<file path="src/common/ssc_regs.vh">
// register offsets, field positions, mode codes and reset values of the serial port control
`ifndef SSC_REGS_VH
`define SSC_REGS_VH

`define SSC_OFS_CTRL1 4'h0
`define SSC_OFS_CTRL2 4'h1
`define SSC_OFS_CTRL3 4'h2
`define SSC_OFS_DATA 4'h3
`define SSC_OFS_DIV 4'h4
`define SSC_OFS_STAT 4'h5

`define SSC_C1_WRITE_COLLISION_FLAG 7
`define SSC_C1_OVF 6
`define SSC_C1_EN 5
`define SSC_C1_CKP 4
`define SSC_C2_GENERAL_CALL_ENABLE 7
`define SSC_C2_ACKST 6
`define SSC_C2_ACK_DATA_VALUE 5
`define SSC_C2_ACK_SEQUENCE_TRIGGER 4
`define SSC_C2_RECEIVE_TRIGGER 3
`define SSC_C2_STOP 2
`define SSC_C2_RSTRT 1
`define SSC_C2_START 0
`define SSC_C3_ACK_WINDOW_STATUS 7
`define SSC_C3_PCIE 6
`define SSC_C3_START_INTERRUPT_ENABLE 5
`define SSC_C3_BUFFER_OVERWRITE_ENABLE 4
`define SSC_C3_ADDRESS_HOLD_ENABLE 1
`define SSC_C3_DATA_HOLD_ENABLE 0

`define SSC_M_SPI_D4 4'h0
`define SSC_M_SPI_D16 4'h1
`define SSC_M_SPI_D64 4'h2
`define SSC_M_SPI_T2 4'h3
`define SSC_M_SPI_SS 4'h4
`define SSC_M_SPI_NOSS 4'h5
`define SSC_M_I2C_S7 4'h6
`define SSC_M_I2C_S10 4'h7
`define SSC_M_I2C_MST 4'h8
`define SSC_M_RSV9 4'h9
`define SSC_M_SPI_PRG 4'ha
`define SSC_M_I2C_FW 4'hb
`define SSC_M_RSVC 4'hc
`define SSC_M_RSVD 4'hd
`define SSC_M_I2C_S7I 4'he
`define SSC_M_I2C_S10I 4'hf

`define SSC_DIV4 8'h04
`define SSC_DIV16 8'h10
`define SSC_DIV64 8'h40
`define SSC_RST_BYTE 8'h00
`define SSC_GCALL 8'h00

`endif

</file>
<file path="src/hdl/ssc_ctrl.v">
// control and status registers of the synchronous serial port (spi / i2c)
//
// Notes on behaviour
// - i2c master: buffer write while bus not ready sets write collision
// - slave: buffer write while still shifting sets write collision, software clears
// - spi slave: byte arriving while buffer full sets overflow, byte dropped unless overwrite enabled
// - i2c: byte received while buffer full sets overflow; software clears
// - spi with port enabled owns clock, out and in pins; select pin only in mode 4
// - i2c with port enabled owns data and clock pins; pins set as inputs
// - spi: polarity bit gives idle clock level, 1 high, 0 low
// - i2c slave: release bit 0 holds bus clock low, 1 releases
// - modes 0-2 spi master div 4/16/64, 3 timer/2, a divider
// - modes 4/5 spi slave; 4 uses select, 5 frees select pin
// - i2c modes 6,7,8,b,e,f decoded; 9,c,d reserved
// - i2c slave with general call enable signals on address zero
// - ack status reads 1 when last byte not acknowledged
// - ack trigger sends ack data bit then clears itself
// - receive trigger clocks in one byte in i2c master
// - stop, restart, start triggers run a condition then self clear
// - i2c slave: control two bit 0 enables clock stretching
// - busy i2c master refuses triggers and buffer writes
// - ack window set on eighth falling edge, cleared on ninth rising
// - stop and start/restart detection signal when enabled
// - spi slave overwrite enable replaces buffer always; overflow still set when full
// - ack window active only with address or data hold enabled
// - i2c slave overwrite: update and ack ignoring overflow when not full
//
// The register offsets and the Wishbone register port were decided locally.
`timescale 1ns/100ps
`include "ssc_regs.vh"
module ssc_ctrl (
  // system
  input wire mclk,
  input wire rst,
  // wishbone
  input wire wb_cyc_i,
  input wire wb_stb_i,
  input wire wb_we_i,
  input wire [3:0] wb_sel_i,
  input wire [7:2] wb_adr_i,
  input wire [31:0] wb_dat_i,
  output wire [31:0] wb_dat_o,
  output wire wb_ack_o,
  // events from shift engine (same clock)
  input wire eng_rx_done,
  input wire [7:0] eng_rx_byte,
  input wire eng_rx_addr,
  input wire eng_tx_busy,
  input wire eng_bus_free,
  input wire eng_ack_valid,
  input wire eng_ack_in,
  input wire eng_fall8,
  input wire eng_rise9,
  input wire eng_start_det,
  input wire eng_stop_det,
  input wire eng_cond_done,
  input wire t2_match,
  // mode decode to engine
  output reg spi_master,
  output reg spi_slave,
  output reg i2c_master,
  output reg i2c_slave,
  output reg engine_idle,
  // pin ownership and clock control
  output reg spi_pins_own,
  output reg slave_select_own,
  output reg i2c_pins_own,
  output reg clk_idle_level,
  output reg bus_clock_hold,
  output reg stretch_en,
  output reg bit_tick,
  // commands to engine
  output reg tx_load,
  output reg [7:0] tx_data,
  output reg cmd_start,
  output reg cmd_restart,
  output reg cmd_stop,
  output reg cmd_receive,
  output reg cmd_ack,
  output reg ack_bit,
  output reg slave_ack_ok,
  // serial event to interrupt controller
  output reg event_pulse
);
  reg [7:0] ctrl1_q;
  reg [7:0] ctrl2_q;
  reg [7:0] ctrl3_q;
  reg [7:0] data_q;
  reg [7:0] div_q;
  reg bf_q;

  wire wr_stb;
  wire rd_stb;
  wire [3:0] reg_idx;
  wire [7:0] wr_data;
  reg [7:0] rd_data;
  wire tick_w;

  wire [3:0] mode;
  wire en;
  wire m_spi_m;
  wire m_spi_s;
  wire m_i2c_m;
  wire m_i2c_s;
  wire m_i2c;
  wire m_ss_int;
  wire trig_busy;
  wire mst_idle;
  wire wr_c1;
  wire wr_c2;
  wire wr_c3;
  wire wr_buf;
  wire write_collision_flag_set;
  wire rx_full;
  wire ovf_set;
  wire buf_upd;
  wire hold_en;
  wire ckp_clr;
  wire gcall;
  wire [4:0] trig_set;

  ssc_wb_slave u_bus (
    .mclk(mclk),
    .rst(rst),
    .wb_cyc_i(wb_cyc_i),
    .wb_stb_i(wb_stb_i),
    .wb_we_i(wb_we_i),
    .wb_sel_i(wb_sel_i),
    .wb_adr_i(wb_adr_i),
    .wb_dat_i(wb_dat_i),
    .wb_dat_o(wb_dat_o),
    .wb_ack_o(wb_ack_o),
    .wr_stb(wr_stb),
    .rd_stb(rd_stb),
    .reg_idx(reg_idx),
    .wr_data(wr_data),
    .rd_data(rd_data)
  );

  assign mode = ctrl1_q[3:0];
  assign en = ctrl1_q[`SSC_C1_EN];

  // mode decode; reserved codes match nothing
  assign m_spi_m = (mode <= `SSC_M_SPI_T2) | (mode == `SSC_M_SPI_PRG);
  assign m_spi_s = (mode == `SSC_M_SPI_SS) | (mode == `SSC_M_SPI_NOSS);
  assign m_i2c_m = (mode == `SSC_M_I2C_MST) | (mode == `SSC_M_I2C_FW);
  assign m_i2c_s = (mode == `SSC_M_I2C_S7) | (mode == `SSC_M_I2C_S10) |
                   (mode == `SSC_M_I2C_S7I) | (mode == `SSC_M_I2C_S10I);
  assign m_i2c = m_i2c_m | m_i2c_s;
  assign m_ss_int = (mode == `SSC_M_I2C_S7I) | (mode == `SSC_M_I2C_S10I);

  assign wr_c1 = wr_stb & (reg_idx == `SSC_OFS_CTRL1);
  assign wr_c2 = wr_stb & (reg_idx == `SSC_OFS_CTRL2);
  assign wr_c3 = wr_stb & (reg_idx == `SSC_OFS_CTRL3);
  assign wr_buf = wr_stb & (reg_idx == `SSC_OFS_DATA);

  // master is idle when no trigger is pending and nothing is shifting
  assign trig_busy = |ctrl2_q[`SSC_C2_ACK_SEQUENCE_TRIGGER:`SSC_C2_START];
  assign mst_idle = ~trig_busy & ~eng_tx_busy;

  // write collision: i2c master needs idle engine and free bus, other modes need idle shifter
  assign write_collision_flag_set = wr_buf & en &
                    ((m_i2c_m & (~mst_idle | ~eng_bus_free)) |
                     (~m_i2c_m & eng_tx_busy));

  // receive path
  assign rx_full = eng_rx_done & en & bf_q;
  // spi master never overflows, each transfer is started by software
  assign ovf_set = rx_full & (m_spi_s | m_i2c);
  assign buf_upd = eng_rx_done & en & (
                   m_spi_m |
                   (m_spi_s & (~bf_q | ctrl3_q[`SSC_C3_BUFFER_OVERWRITE_ENABLE])) |
                   (m_i2c_m & ~bf_q) |
                   (m_i2c_s & ~bf_q &
                    (ctrl3_q[`SSC_C3_BUFFER_OVERWRITE_ENABLE] | ~ctrl1_q[`SSC_C1_OVF])));

  // address/data hold: slave drops the release bit after eighth falling edge
  assign hold_en = ctrl3_q[`SSC_C3_ADDRESS_HOLD_ENABLE] | ctrl3_q[`SSC_C3_DATA_HOLD_ENABLE];
  assign ckp_clr = eng_fall8 & en & m_i2c_s &
                   ((eng_rx_addr & ctrl3_q[`SSC_C3_ADDRESS_HOLD_ENABLE]) |
                    (~eng_rx_addr & ctrl3_q[`SSC_C3_DATA_HOLD_ENABLE]));

  assign gcall = eng_rx_done & en & m_i2c_s & eng_rx_addr &
                 (eng_rx_byte == `SSC_GCALL) & ctrl2_q[`SSC_C2_GENERAL_CALL_ENABLE];

  // triggers only accepted by an idle master, never queued
  assign trig_set = (wr_c2 & en & m_i2c_m & mst_idle) ?
                    wr_data[`SSC_C2_ACK_SEQUENCE_TRIGGER:`SSC_C2_START] : 5'h00;

  // control one
  always @(posedge mclk) begin
    if (rst) begin
      ctrl1_q <= `SSC_RST_BYTE;
    end else begin
      if (wr_c1) begin
        ctrl1_q[5:0] <= wr_data[5:0];
        // flags clear on a written zero
        if (~wr_data[`SSC_C1_WRITE_COLLISION_FLAG]) begin
          ctrl1_q[`SSC_C1_WRITE_COLLISION_FLAG] <= 1'b0;
        end
        if (~wr_data[`SSC_C1_OVF]) begin
          ctrl1_q[`SSC_C1_OVF] <= 1'b0;
        end
      end
      // hardware set wins over a clear in the same cycle
      if (write_collision_flag_set) begin
        ctrl1_q[`SSC_C1_WRITE_COLLISION_FLAG] <= 1'b1;
      end
      if (ovf_set) begin
        ctrl1_q[`SSC_C1_OVF] <= 1'b1;
      end
      if (ckp_clr) begin
        ctrl1_q[`SSC_C1_CKP] <= 1'b0;
      end
    end
  end

  // control two
  always @(posedge mclk) begin
    if (rst) begin
      ctrl2_q <= `SSC_RST_BYTE;
    end else begin
      if (wr_c2) begin
        ctrl2_q[`SSC_C2_GENERAL_CALL_ENABLE] <= wr_data[`SSC_C2_GENERAL_CALL_ENABLE];
        ctrl2_q[`SSC_C2_ACK_DATA_VALUE] <= wr_data[`SSC_C2_ACK_DATA_VALUE];
        if (~m_i2c_m) begin
          // outside master mode bit 0 is the stretch enable
          ctrl2_q[`SSC_C2_START] <= wr_data[`SSC_C2_START];
        end
      end
      if (eng_ack_valid) begin
        ctrl2_q[`SSC_C2_ACKST] <= eng_ack_in;
      end
      if (m_i2c_m & eng_cond_done) begin
        // pending triggers all come from one accepted write, so done clears them all
        ctrl2_q[`SSC_C2_ACK_SEQUENCE_TRIGGER:`SSC_C2_START] <= 5'h00;
      end else if (|trig_set) begin
        ctrl2_q[`SSC_C2_ACK_SEQUENCE_TRIGGER:`SSC_C2_START] <= trig_set;
      end
      if (~en & m_i2c_m) begin
        ctrl2_q[`SSC_C2_ACK_SEQUENCE_TRIGGER:`SSC_C2_START] <= 5'h00;
      end
    end
  end

  // control three
  always @(posedge mclk) begin
    if (rst) begin
      ctrl3_q <= `SSC_RST_BYTE;
    end else begin
      if (wr_c3) begin
        ctrl3_q[6:0] <= wr_data[6:0];
      end
      if (~hold_en | ~en | ~m_i2c) begin
        ctrl3_q[`SSC_C3_ACK_WINDOW_STATUS] <= 1'b0;
      end else if (eng_rise9) begin
        ctrl3_q[`SSC_C3_ACK_WINDOW_STATUS] <= 1'b0;
      end else if (eng_fall8) begin
        ctrl3_q[`SSC_C3_ACK_WINDOW_STATUS] <= 1'b1;
      end
    end
  end

  // data buffer, divider and full flag
  always @(posedge mclk) begin
    if (rst) begin
      data_q <= `SSC_RST_BYTE;
      div_q <= `SSC_RST_BYTE;
      bf_q <= 1'b0;
    end else begin
      if (wr_stb & (reg_idx == `SSC_OFS_DIV)) begin
        div_q <= wr_data;
      end
      if (wr_buf & ~write_collision_flag_set) begin
        data_q <= wr_data;
      end
      if (buf_upd) begin
        data_q <= eng_rx_byte;
        bf_q <= 1'b1;
      end else if (rd_stb & (reg_idx == `SSC_OFS_DATA)) begin
        bf_q <= 1'b0;
      end
      if (~en) begin
        bf_q <= 1'b0;
      end
    end
  end

  always @* begin
    case (reg_idx)
      `SSC_OFS_CTRL1: rd_data = ctrl1_q;
      `SSC_OFS_CTRL2: rd_data = ctrl2_q;
      `SSC_OFS_CTRL3: rd_data = ctrl3_q;
      `SSC_OFS_DATA: rd_data = data_q;
      `SSC_OFS_DIV: rd_data = div_q;
      `SSC_OFS_STAT: rd_data = {6'h00, ~mst_idle, bf_q};
      default: rd_data = 8'h00;
    endcase
  end

  // divider only runs while a master mode is enabled
  ssc_clkdiv u_div (
    .mclk(mclk),
    .rst(rst),
    .run(en & (m_spi_m | m_i2c_m)),
    .mode(mode),
    .reload(div_q),
    .t2_match(t2_match),
    .tick(tick_w)
  );

  // registered outputs to engine and pads
  always @(posedge mclk) begin
    if (rst) begin
      spi_master <= 1'b0;
      spi_slave <= 1'b0;
      i2c_master <= 1'b0;
      i2c_slave <= 1'b0;
      engine_idle <= 1'b1;
      spi_pins_own <= 1'b0;
      slave_select_own <= 1'b0;
      i2c_pins_own <= 1'b0;
      clk_idle_level <= 1'b0;
      bus_clock_hold <= 1'b0;
      stretch_en <= 1'b0;
      bit_tick <= 1'b0;
      tx_load <= 1'b0;
      tx_data <= `SSC_RST_BYTE;
      cmd_start <= 1'b0;
      cmd_restart <= 1'b0;
      cmd_stop <= 1'b0;
      cmd_receive <= 1'b0;
      cmd_ack <= 1'b0;
      ack_bit <= 1'b0;
      slave_ack_ok <= 1'b0;
      event_pulse <= 1'b0;
    end else begin
      spi_master <= en & m_spi_m;
      spi_slave <= en & m_spi_s;
      i2c_master <= en & m_i2c_m;
      i2c_slave <= en & m_i2c_s;
      engine_idle <= ~en | ~(m_spi_m | m_spi_s | m_i2c);
      spi_pins_own <= en & (m_spi_m | m_spi_s);
      // mode 5 leaves the select pin to general i/o
      slave_select_own <= en & (mode == `SSC_M_SPI_SS);
      // pads are inputs by default, so open drain works once owned
      i2c_pins_own <= en & m_i2c;
      clk_idle_level <= ctrl1_q[`SSC_C1_CKP];
      bus_clock_hold <= en & m_i2c_s & ~ctrl1_q[`SSC_C1_CKP];
      stretch_en <= en & m_i2c_s & ctrl2_q[`SSC_C2_START];
      bit_tick <= tick_w;
      tx_load <= wr_buf & en & ~write_collision_flag_set;
      if (wr_buf & ~write_collision_flag_set) begin
        tx_data <= wr_data;
      end
      cmd_start <= trig_set[`SSC_C2_START];
      cmd_restart <= trig_set[`SSC_C2_RSTRT];
      cmd_stop <= trig_set[`SSC_C2_STOP];
      cmd_receive <= trig_set[`SSC_C2_RECEIVE_TRIGGER];
      cmd_ack <= trig_set[`SSC_C2_ACK_SEQUENCE_TRIGGER];
      ack_bit <= ctrl2_q[`SSC_C2_ACK_DATA_VALUE];
      // slave acknowledges only a byte that reached the buffer
      slave_ack_ok <= buf_upd & m_i2c_s;
      event_pulse <= gcall |
                     (en & m_i2c & eng_stop_det &
                      (ctrl3_q[`SSC_C3_PCIE] | m_ss_int)) |
                     (en & m_i2c & eng_start_det &
                      (ctrl3_q[`SSC_C3_START_INTERRUPT_ENABLE] | m_ss_int));
    end
  end
endmodule

</file>
<file path="src/hdl/ssc_wb_slave.v">
// classic wishbone slave front end: one wait state, registered ack and read data
`timescale 1ns/100ps
module ssc_wb_slave (
  // system
  input wire mclk,
  input wire rst,
  // wishbone
  input wire wb_cyc_i,
  input wire wb_stb_i,
  input wire wb_we_i,
  input wire [3:0] wb_sel_i,
  input wire [7:2] wb_adr_i,
  input wire [31:0] wb_dat_i,
  output reg [31:0] wb_dat_o,
  output reg wb_ack_o,
  // register file side
  output wire wr_stb,
  output wire rd_stb,
  output wire [3:0] reg_idx,
  output wire [7:0] wr_data,
  input wire [7:0] rd_data
);
  wire req;
  wire hit;

  assign req = wb_cyc_i & wb_stb_i & ~wb_ack_o;
  // only lane 0 carries data; upper lanes are ignored on write
  assign hit = (wb_adr_i[7:6] == 2'b00);
  assign reg_idx = wb_adr_i[5:2];
  assign wr_stb = req & wb_we_i & wb_sel_i[0] & hit;
  assign rd_stb = req & ~wb_we_i & hit;
  assign wr_data = wb_dat_i[7:0];

  always @(posedge mclk) begin
    if (rst) begin
      wb_ack_o <= 1'b0;
      wb_dat_o <= 32'h00000000;
    end else begin
      wb_ack_o <= req;
      if (req & ~wb_we_i) begin
        wb_dat_o <= hit ? {24'h000000, rd_data} : 32'h00000000;
      end
    end
  end
endmodule

</file>
<file path="src/hdl/ssc_clkdiv.v">
// bit-rate tick generator for the master modes
`timescale 1ns/100ps
`include "ssc_regs.vh"
module ssc_clkdiv (
  // system
  input wire mclk,
  input wire rst,
  // control
  input wire run,
  input wire [3:0] mode,
  input wire [7:0] reload,
  input wire t2_match,
  // tick out
  output reg tick
);
  reg [9:0] cnt_q;
  reg t2_half_q;
  reg [9:0] period;

  always @* begin
    case (mode)
      `SSC_M_SPI_D4: period = {2'b00, `SSC_DIV4};
      `SSC_M_SPI_D16: period = {2'b00, `SSC_DIV16};
      `SSC_M_SPI_D64: period = {2'b00, `SSC_DIV64};
      default: period = {reload, 2'b00} + 10'h004;
    endcase
  end

  always @(posedge mclk) begin
    if (rst | ~run) begin
      cnt_q <= 10'h000;
      t2_half_q <= 1'b0;
      tick <= 1'b0;
    end else if (mode == `SSC_M_SPI_T2) begin
      // timer match divided by two
      if (t2_match) begin
        t2_half_q <= ~t2_half_q;
      end
      tick <= t2_match & t2_half_q;
    end else if (cnt_q >= period - 10'h001) begin
      cnt_q <= 10'h000;
      tick <= 1'b1;
    end else begin
      cnt_q <= cnt_q + 10'h001;
      tick <= 1'b0;
    end
  end
endmodule

</file>
<file path="config.mk">
export PLATFORM = sky130hd
export DESIGN_NAME = ssc_ctrl
export DESIGN_NICKNAME = d
export VERILOG_FILES = /design/src/hdl/ssc_ctrl.v /design/src/hdl/ssc_wb_slave.v /design/src/hdl/ssc_clkdiv.v
export VERILOG_INCLUDE_DIRS = /design/src /design/src/common
export SDC_FILE = /design/constraint.sdc
export NUM_CORES = 1
export LEC_CHECK = 0
export BUFFER_PORTS_ARGS = -buffer_cell sky130_fd_sc_hd__buf_4
export CORE_MARGIN = 5
export CORE_UTILIZATION = 56
export DETAILED_ROUTE_END_ITERATION = 16
export GPL_TIMING_DRIVEN = 0
export HOLD_SLACK_MARGIN = 0.1
export PLACE_DENSITY = 0.84
export RECOVER_POWER = 50
export SLEW_MARGIN = 5
export SYNTH_ARGS = -nofsm -noshare
export SYNTH_HDL_FRONTEND = slang
export SYNTH_HIERARCHICAL = 1
export SYNTH_SLANG_ARGS = --single-unit
</file>
<file path="constraint.sdc">
create_clock -name mclk -period 7.2 [get_ports mclk]
set_input_delay 0.72 -clock mclk [delete_from_list [all_inputs] [get_ports mclk]]
set_output_delay 0.72 -clock mclk [all_outputs]
set_load 0.05 [all_outputs]
</file>
Yosys cells after proc, flatten, opt, wreduce, memory -nomap -nowiden
Cells that the tools add are included.
Cells by class
  multiplexer cells: 19
  reduce and logical (&&, ||, !) cells: 19
  equal/unequal tests: 20
  add/sub/neg operators: 3
  magnitude comparators: 2
  bitwise operators: 105
Operators with widths (number)
  $and 1x1->1: 58
  $pmux 8 s6: 1
  $mux 8: 4
  $pmux 10 s3: 1
  $or 1x1->1: 29
  $eq 4x3->1 const B: 6
  $eq 4x4->1 const B: 5
  $not 1->1: 18
  $eq 4x2->1 const B: 4
  $mux 1: 11
  $add 10x1->10 const B: 1
  $add 10x3->10 const B: 1
  $ge 10x10->1: 1
  $mux 10: 1
  $reduce_bool 2->1: 5
  $reduce_or 5->1: 2
  $sub 10x1->10 const B: 1
  $eq 4x1->1 const B: 2
  $logic_not 4->1: 2
  $logic_not 8->1: 1
  $reduce_and 2->1: 4
  $ne 2x1->1 const B: 3
  $reduce_or 3->1: 2
  $mux 5: 1
  other kinds (3): 4
Storage, ports and cells
  bits of input ports: 67
  register bits after elaboration: 115
  logic and storage cells: 208
  output and inout port bits: 62

Logic depth before layout (Yosys ltp)
  depth after elaboration: 13
  mapped depth: 12
  depth with buffers taken out: 12

Hierarchy
Netlist, hierarchy kept.
By module, submodules not included
  ssc_ctrl: area each 3040.4 sq um, times used 1, seq. area each 1401.3 sq um, cells each 340
  ssc_clkdiv: area each 1083.5 sq um, times used 1, seq. area each 240.2 sq um, cells each 131
  ssc_wb_slave: area each 735.7 sq um, times used 1, seq. area each 180.2 sq um, cells each 78

Worst setup path after synthesis
No wires, ideal clock.
  path type: register to register
  start: reg div_q[0]
  end: reg u_div.cnt_q[8]
  path slack: 4.196 ns
  clock period less this slack: 3.004 ns
  buffers on the path: 0
  data arrival time: 2.930 ns
  data required time: 7.126 ns
  setup time: 0.074 ns
  cell stages (with the launch flop): 13
  cell sequence: dfxtp_1 > ha_1 > nand2b_1 > a2bb2oi_4 > o211ai_4 > a2111oi_2 > xnor2_1 > ha_1 > a21oi_1 > o21ai_1 > a21o_1 > or4_1 > a31oi_1
Between the ends
  word-level cells in the longest chain between the ends: 5
Ends and longest elaborated chain
  start: declaration: RTL line ssc_ctrl.v:89  | reg [7:0] div_q;
  start signal: assignment: RTL line ssc_ctrl.v:268  | div_q <= `SSC_RST_BYTE;
  start signal: assignment: RTL line ssc_ctrl.v:272  | div_q <= wr_data;
  $add 10x3->10: RTL line ssc_clkdiv.v:25  | default: period = {reload, 2'b00} + 10'h004;
  $pmux 10 s3: RTL line ssc_clkdiv.v:21  | case (mode)
  $sub 10x1->10: RTL line ssc_clkdiv.v:40  | end else if (cnt_q >= period - 10'h001) begin
  $ge 10x10->1: RTL line ssc_clkdiv.v:40
  $mux 10: RTL line ssc_clkdiv.v:40
  end signal: assignment: RTL line ssc_clkdiv.v:44  | cnt_q <= cnt_q + 10'h001;
  end: declaration: RTL line ssc_clkdiv.v:16  | reg [9:0] cnt_q;
No other way between the ends.
A chain may end at the register's enable or synchronous reset.

Final worst setup path
Same ends and word-level chain as after synthesis.

==> impl_metrics.py <==
metrics = {
    "synthesis": {
        "syn_area_sq_um": 4860,
        "ys_seq_area_share_pct": 37.5,
        "synth_seq_cells": 91,
        "ys.flop_type": "dfxtp_1",
        "synthCells": 549,
        "syn_avg_cell_area_sq_um": 8.85,
        "ys_types": 61,
        "synth-async-reset-ratio_pct": 0,
        "yosysWarnings": 6,
        "synth_edf_count": 0,
    },
    "drt": {
        "drc": 0,
        "dr.first_iter.drc_count": 642,
        "drt_first_pass_iters": 6,
        "vias": 4458,
        "wl_mm": 13.3,
        "vias_per_cell": 5.86,
        "wl_per_cell_um": 17.5,
        "drtAntennaViolNets": 0,
    },
    "power_and_ir_drop": {
        "p_clk_share_pct": 41.5,
        "comb_power_share_pct": 9.0,
        "power_density_nw_per_um2": 180,
        "p_switching_uw": 242,
        "p_sw_share_pct": 23.7,
        "p_int_uw": 776,
        "pwr-share-seq_pct": 49.6,
        "p_leak_nw": 2.24,
        "vdd_ir_drop_max_mv": 0.0975,
        "power_mw": 1.02,
    },
    "setup_path": {
        "critPathSlowestCell": "dfxtp_1",
        "start_kind": "register",
        "path_class": "reg -> reg",
        "max_stage_delay_ns": 0.50,
        "path_max_fanout": 8,
        "cp_cell_sequence": "ha_1 -> nand2b_1 -> a2bb2oi_4 -> o211ai_4 -> a2111oi_2 -> xnor2_1 -> ha_1 -> a21oi_1 -> o21ai_1 -> a21o_1 -> or4_1 -> a31oi_1",
        "cp_common_cell": "ha_1",
        "worst-endpoint-arrival_ns": 3.61,
        "required_ns": 7.49,
        "end_kind": "register",
    },
    "clock_network": {
        "cts.sinks": 91,
        "cts_tree": "yes",
        "clk_pin_slew_worst_paths_ns": 0.09,
        "cts_resized": 0,
        "clock_path_buffers": 2,
        "cts_root_buffer": "clkbuf_8",
        "cts_setup_buffers": 0,
        "clkLatencyLatePin_ns": 0.36,
        "cts-buffers-inserted": 9,
        "ctsHoldBuffers": 0,
        "htreeDepth": 3,
    },
    "floorplanning": {
        "io_pins": 129,
        "fp.dieH_um": 103,
        "die_area_sq_um": 10600,
        "chipWidth_um": 103,
        "rows": 34,
        "initial_utilization_pct": 56.6,
        "core_sq_um": 8590,
    },
    "final_layout": {
        "final_cells": 761,
        "diodes": 0,
        "nNetsFinal": 725,
        "areaGrowthSynthToFinish_pct": 16.1,
        "layout-drive-gt1-share_pct": 17.2,
        "final_cell_area_sq_um": 5640,
        "final_common_cell": "dfxtp_1",
        "layout_common_cells": "91 x dfxtp_1, 63 x buf_4, 60 x clkbuf_1",
    },
    "global_routing": {
        "grt_max_degree": 16,
        "grt_pass1_vias": 4223,
        "antenna_found_initial": 0,
        "grt.overflow.total": 0,
        "grt_pass1_wl_mm": 21.0,
        "grtUsageTotal_pct": 25.4,
    },
    "sta": {
        "worst_pin_slew_ns": 0.915,
        "slew_viol_final": 0,
        "tns_ns": 0,
        "post-route-period-util_pct": 46.1,
        "setup_viol": 0,
        "slew_headroom_pct": 38.7,
        "rsz0062_at_grt": "no",
        "fin_worst_skew_ns": 0.00889,
        "hold_viol": 0,
        "fin_crit_ns": 3.32,
        "hold_slack_ns": 0.461,
        "max_freq_mhz": 301,
    },
    "place": {
        "dp.cells": 745,
        "io_buffers": 65,
        "place_area_sq_um": 5570,
        "hpwlAfterDp_mm": 10.1,
        "gp_congestion": 0.991,
    },
    "run_status": {
        "status": "finished clean",
    },
    "hold_path": {
        "hold_class": "reg -> reg",
    },
    "flow_run": {
        "max_cap_viol_count": 0,
    },
}
==> worst paths after layout <==
check / from / depth (start not counted) / end / slack, ns
max: div_q[0] / 12 / u_div/cnt_q[8] / 3.88
min: u_div/tick / 1 / bit_tick / 0.46
min reg2reg: u_div/tick / 1 / bit_tick / 0.46
max reg2reg: div_q[0] / 12 / u_div/cnt_q[8] / 3.88
==> Yosys cell counts (8+ instances only) <==
| cell | instances | area share (%) |
|---|---|---|
| dfxtp_1 | 91 | 37 |
| nand2_1 | 59 | 4.6 |
| a21oi_1 | 45 | 4.6 |
| nand3_1 | 38 | 3.9 |
| buf_4 | 37 | 5.7 |
| nor2_1 | 32 | 2.5 |
| mux2i_1 | 29 | 6.0 |
| clkbuf_1 | 18 | 1.4 |
| a211oi_1 | 17 | 2.6 |
| nor3_1 | 12 | 1.2 |
| o21ai_0 | 11 | 1.1 |
| ha_1 | 10 | 2.6 |
| or4b_1 | 9 | 1.9 |
| a22oi_1 | 8 | 1.2 |
| nand2b_1 | 8 | 1.0 |
==> area by class of cell <==
type / count / area (sq um)
multi-input combinational: 411 / 2680
tap: 108 / 135
inverter: 7 / 26.3
sequential: 91 / 1820
buffer: 63 / 388
clock inverter: 6 / 111
clock buffer: 10 / 138
timing repair buffer: 65 / 342
fill: 764 / 2950
==> sequential cells by signal, summed over array words and instances, names as in the netlist, 8 cells and up <==
name / count
u_div/cnt_q: 10
ctrl1_q: 8
ctrl3_q: 8
div_q: 8
ctrl2_q: 8
u_bus/wb_dat_o: 8
tx_data: 8
data_q: 8
==> power groups by stage <==
stage / sequential [mW] / combinational, mW / clock [mW]
global route: 0.504 / 0.0960 / 0.446
finish: 0.504 / 0.0911 / 0.422
CTS: 0.504 / 0.0902 / 0.425
floorplan: 0.517 / 0.0643 / 0
global placement: 0.516 / 0.0889 / 0
detailed placement: 0.516 / 0.0901 / 0
==> worst max-delay path: cells and delay by family (launching register included) <==
family	cells	cell delay, ns
fa+ha+maj	2	0.56
xor+xnor	1	0.16
compound gates	7	1.36
simple gates	2	0.66
flops	1	0.50
==> per-stage QoR <==
step                worst slack (ns)  util (%)
global placement                3.96      64.8
floorplan                       4.20         -
finish                          3.88      65.7
detailed placement              3.90      64.8
CTS                             3.89      67.7
global route                    3.66      65.7
==> cells by family (layout without fill, tap and decap cells) <==
logic type	count (synthesis)	count (layout)	synth area share, %
adder cells (fa/ha/maj)	10	10	2.57
AND/OR/NAND/NOR	214	214	24.6
other	1	24	0.0772
buffers and inverters	70	151	8.83
multiplexers	30	30	6.20
XOR/XNOR	10	10	1.80
AO/OA/AOI/OAI	123	123	18.4
flip-flops	91	91	37.5
==> per-layer routing <==
metal  share of wire [%]  vias to the layer above  wire [um]  GRT usage (%)
li1                    -                     2142          -              -
met1                  42                     2053       5580           34.1
met5                   0                        -          0              0
met4                 2.7                        0        365           8.96
met2                  46                      235       6120           41.3
met3                 9.5                       28       1270           4.26
(Power assumes the default switching activity.)
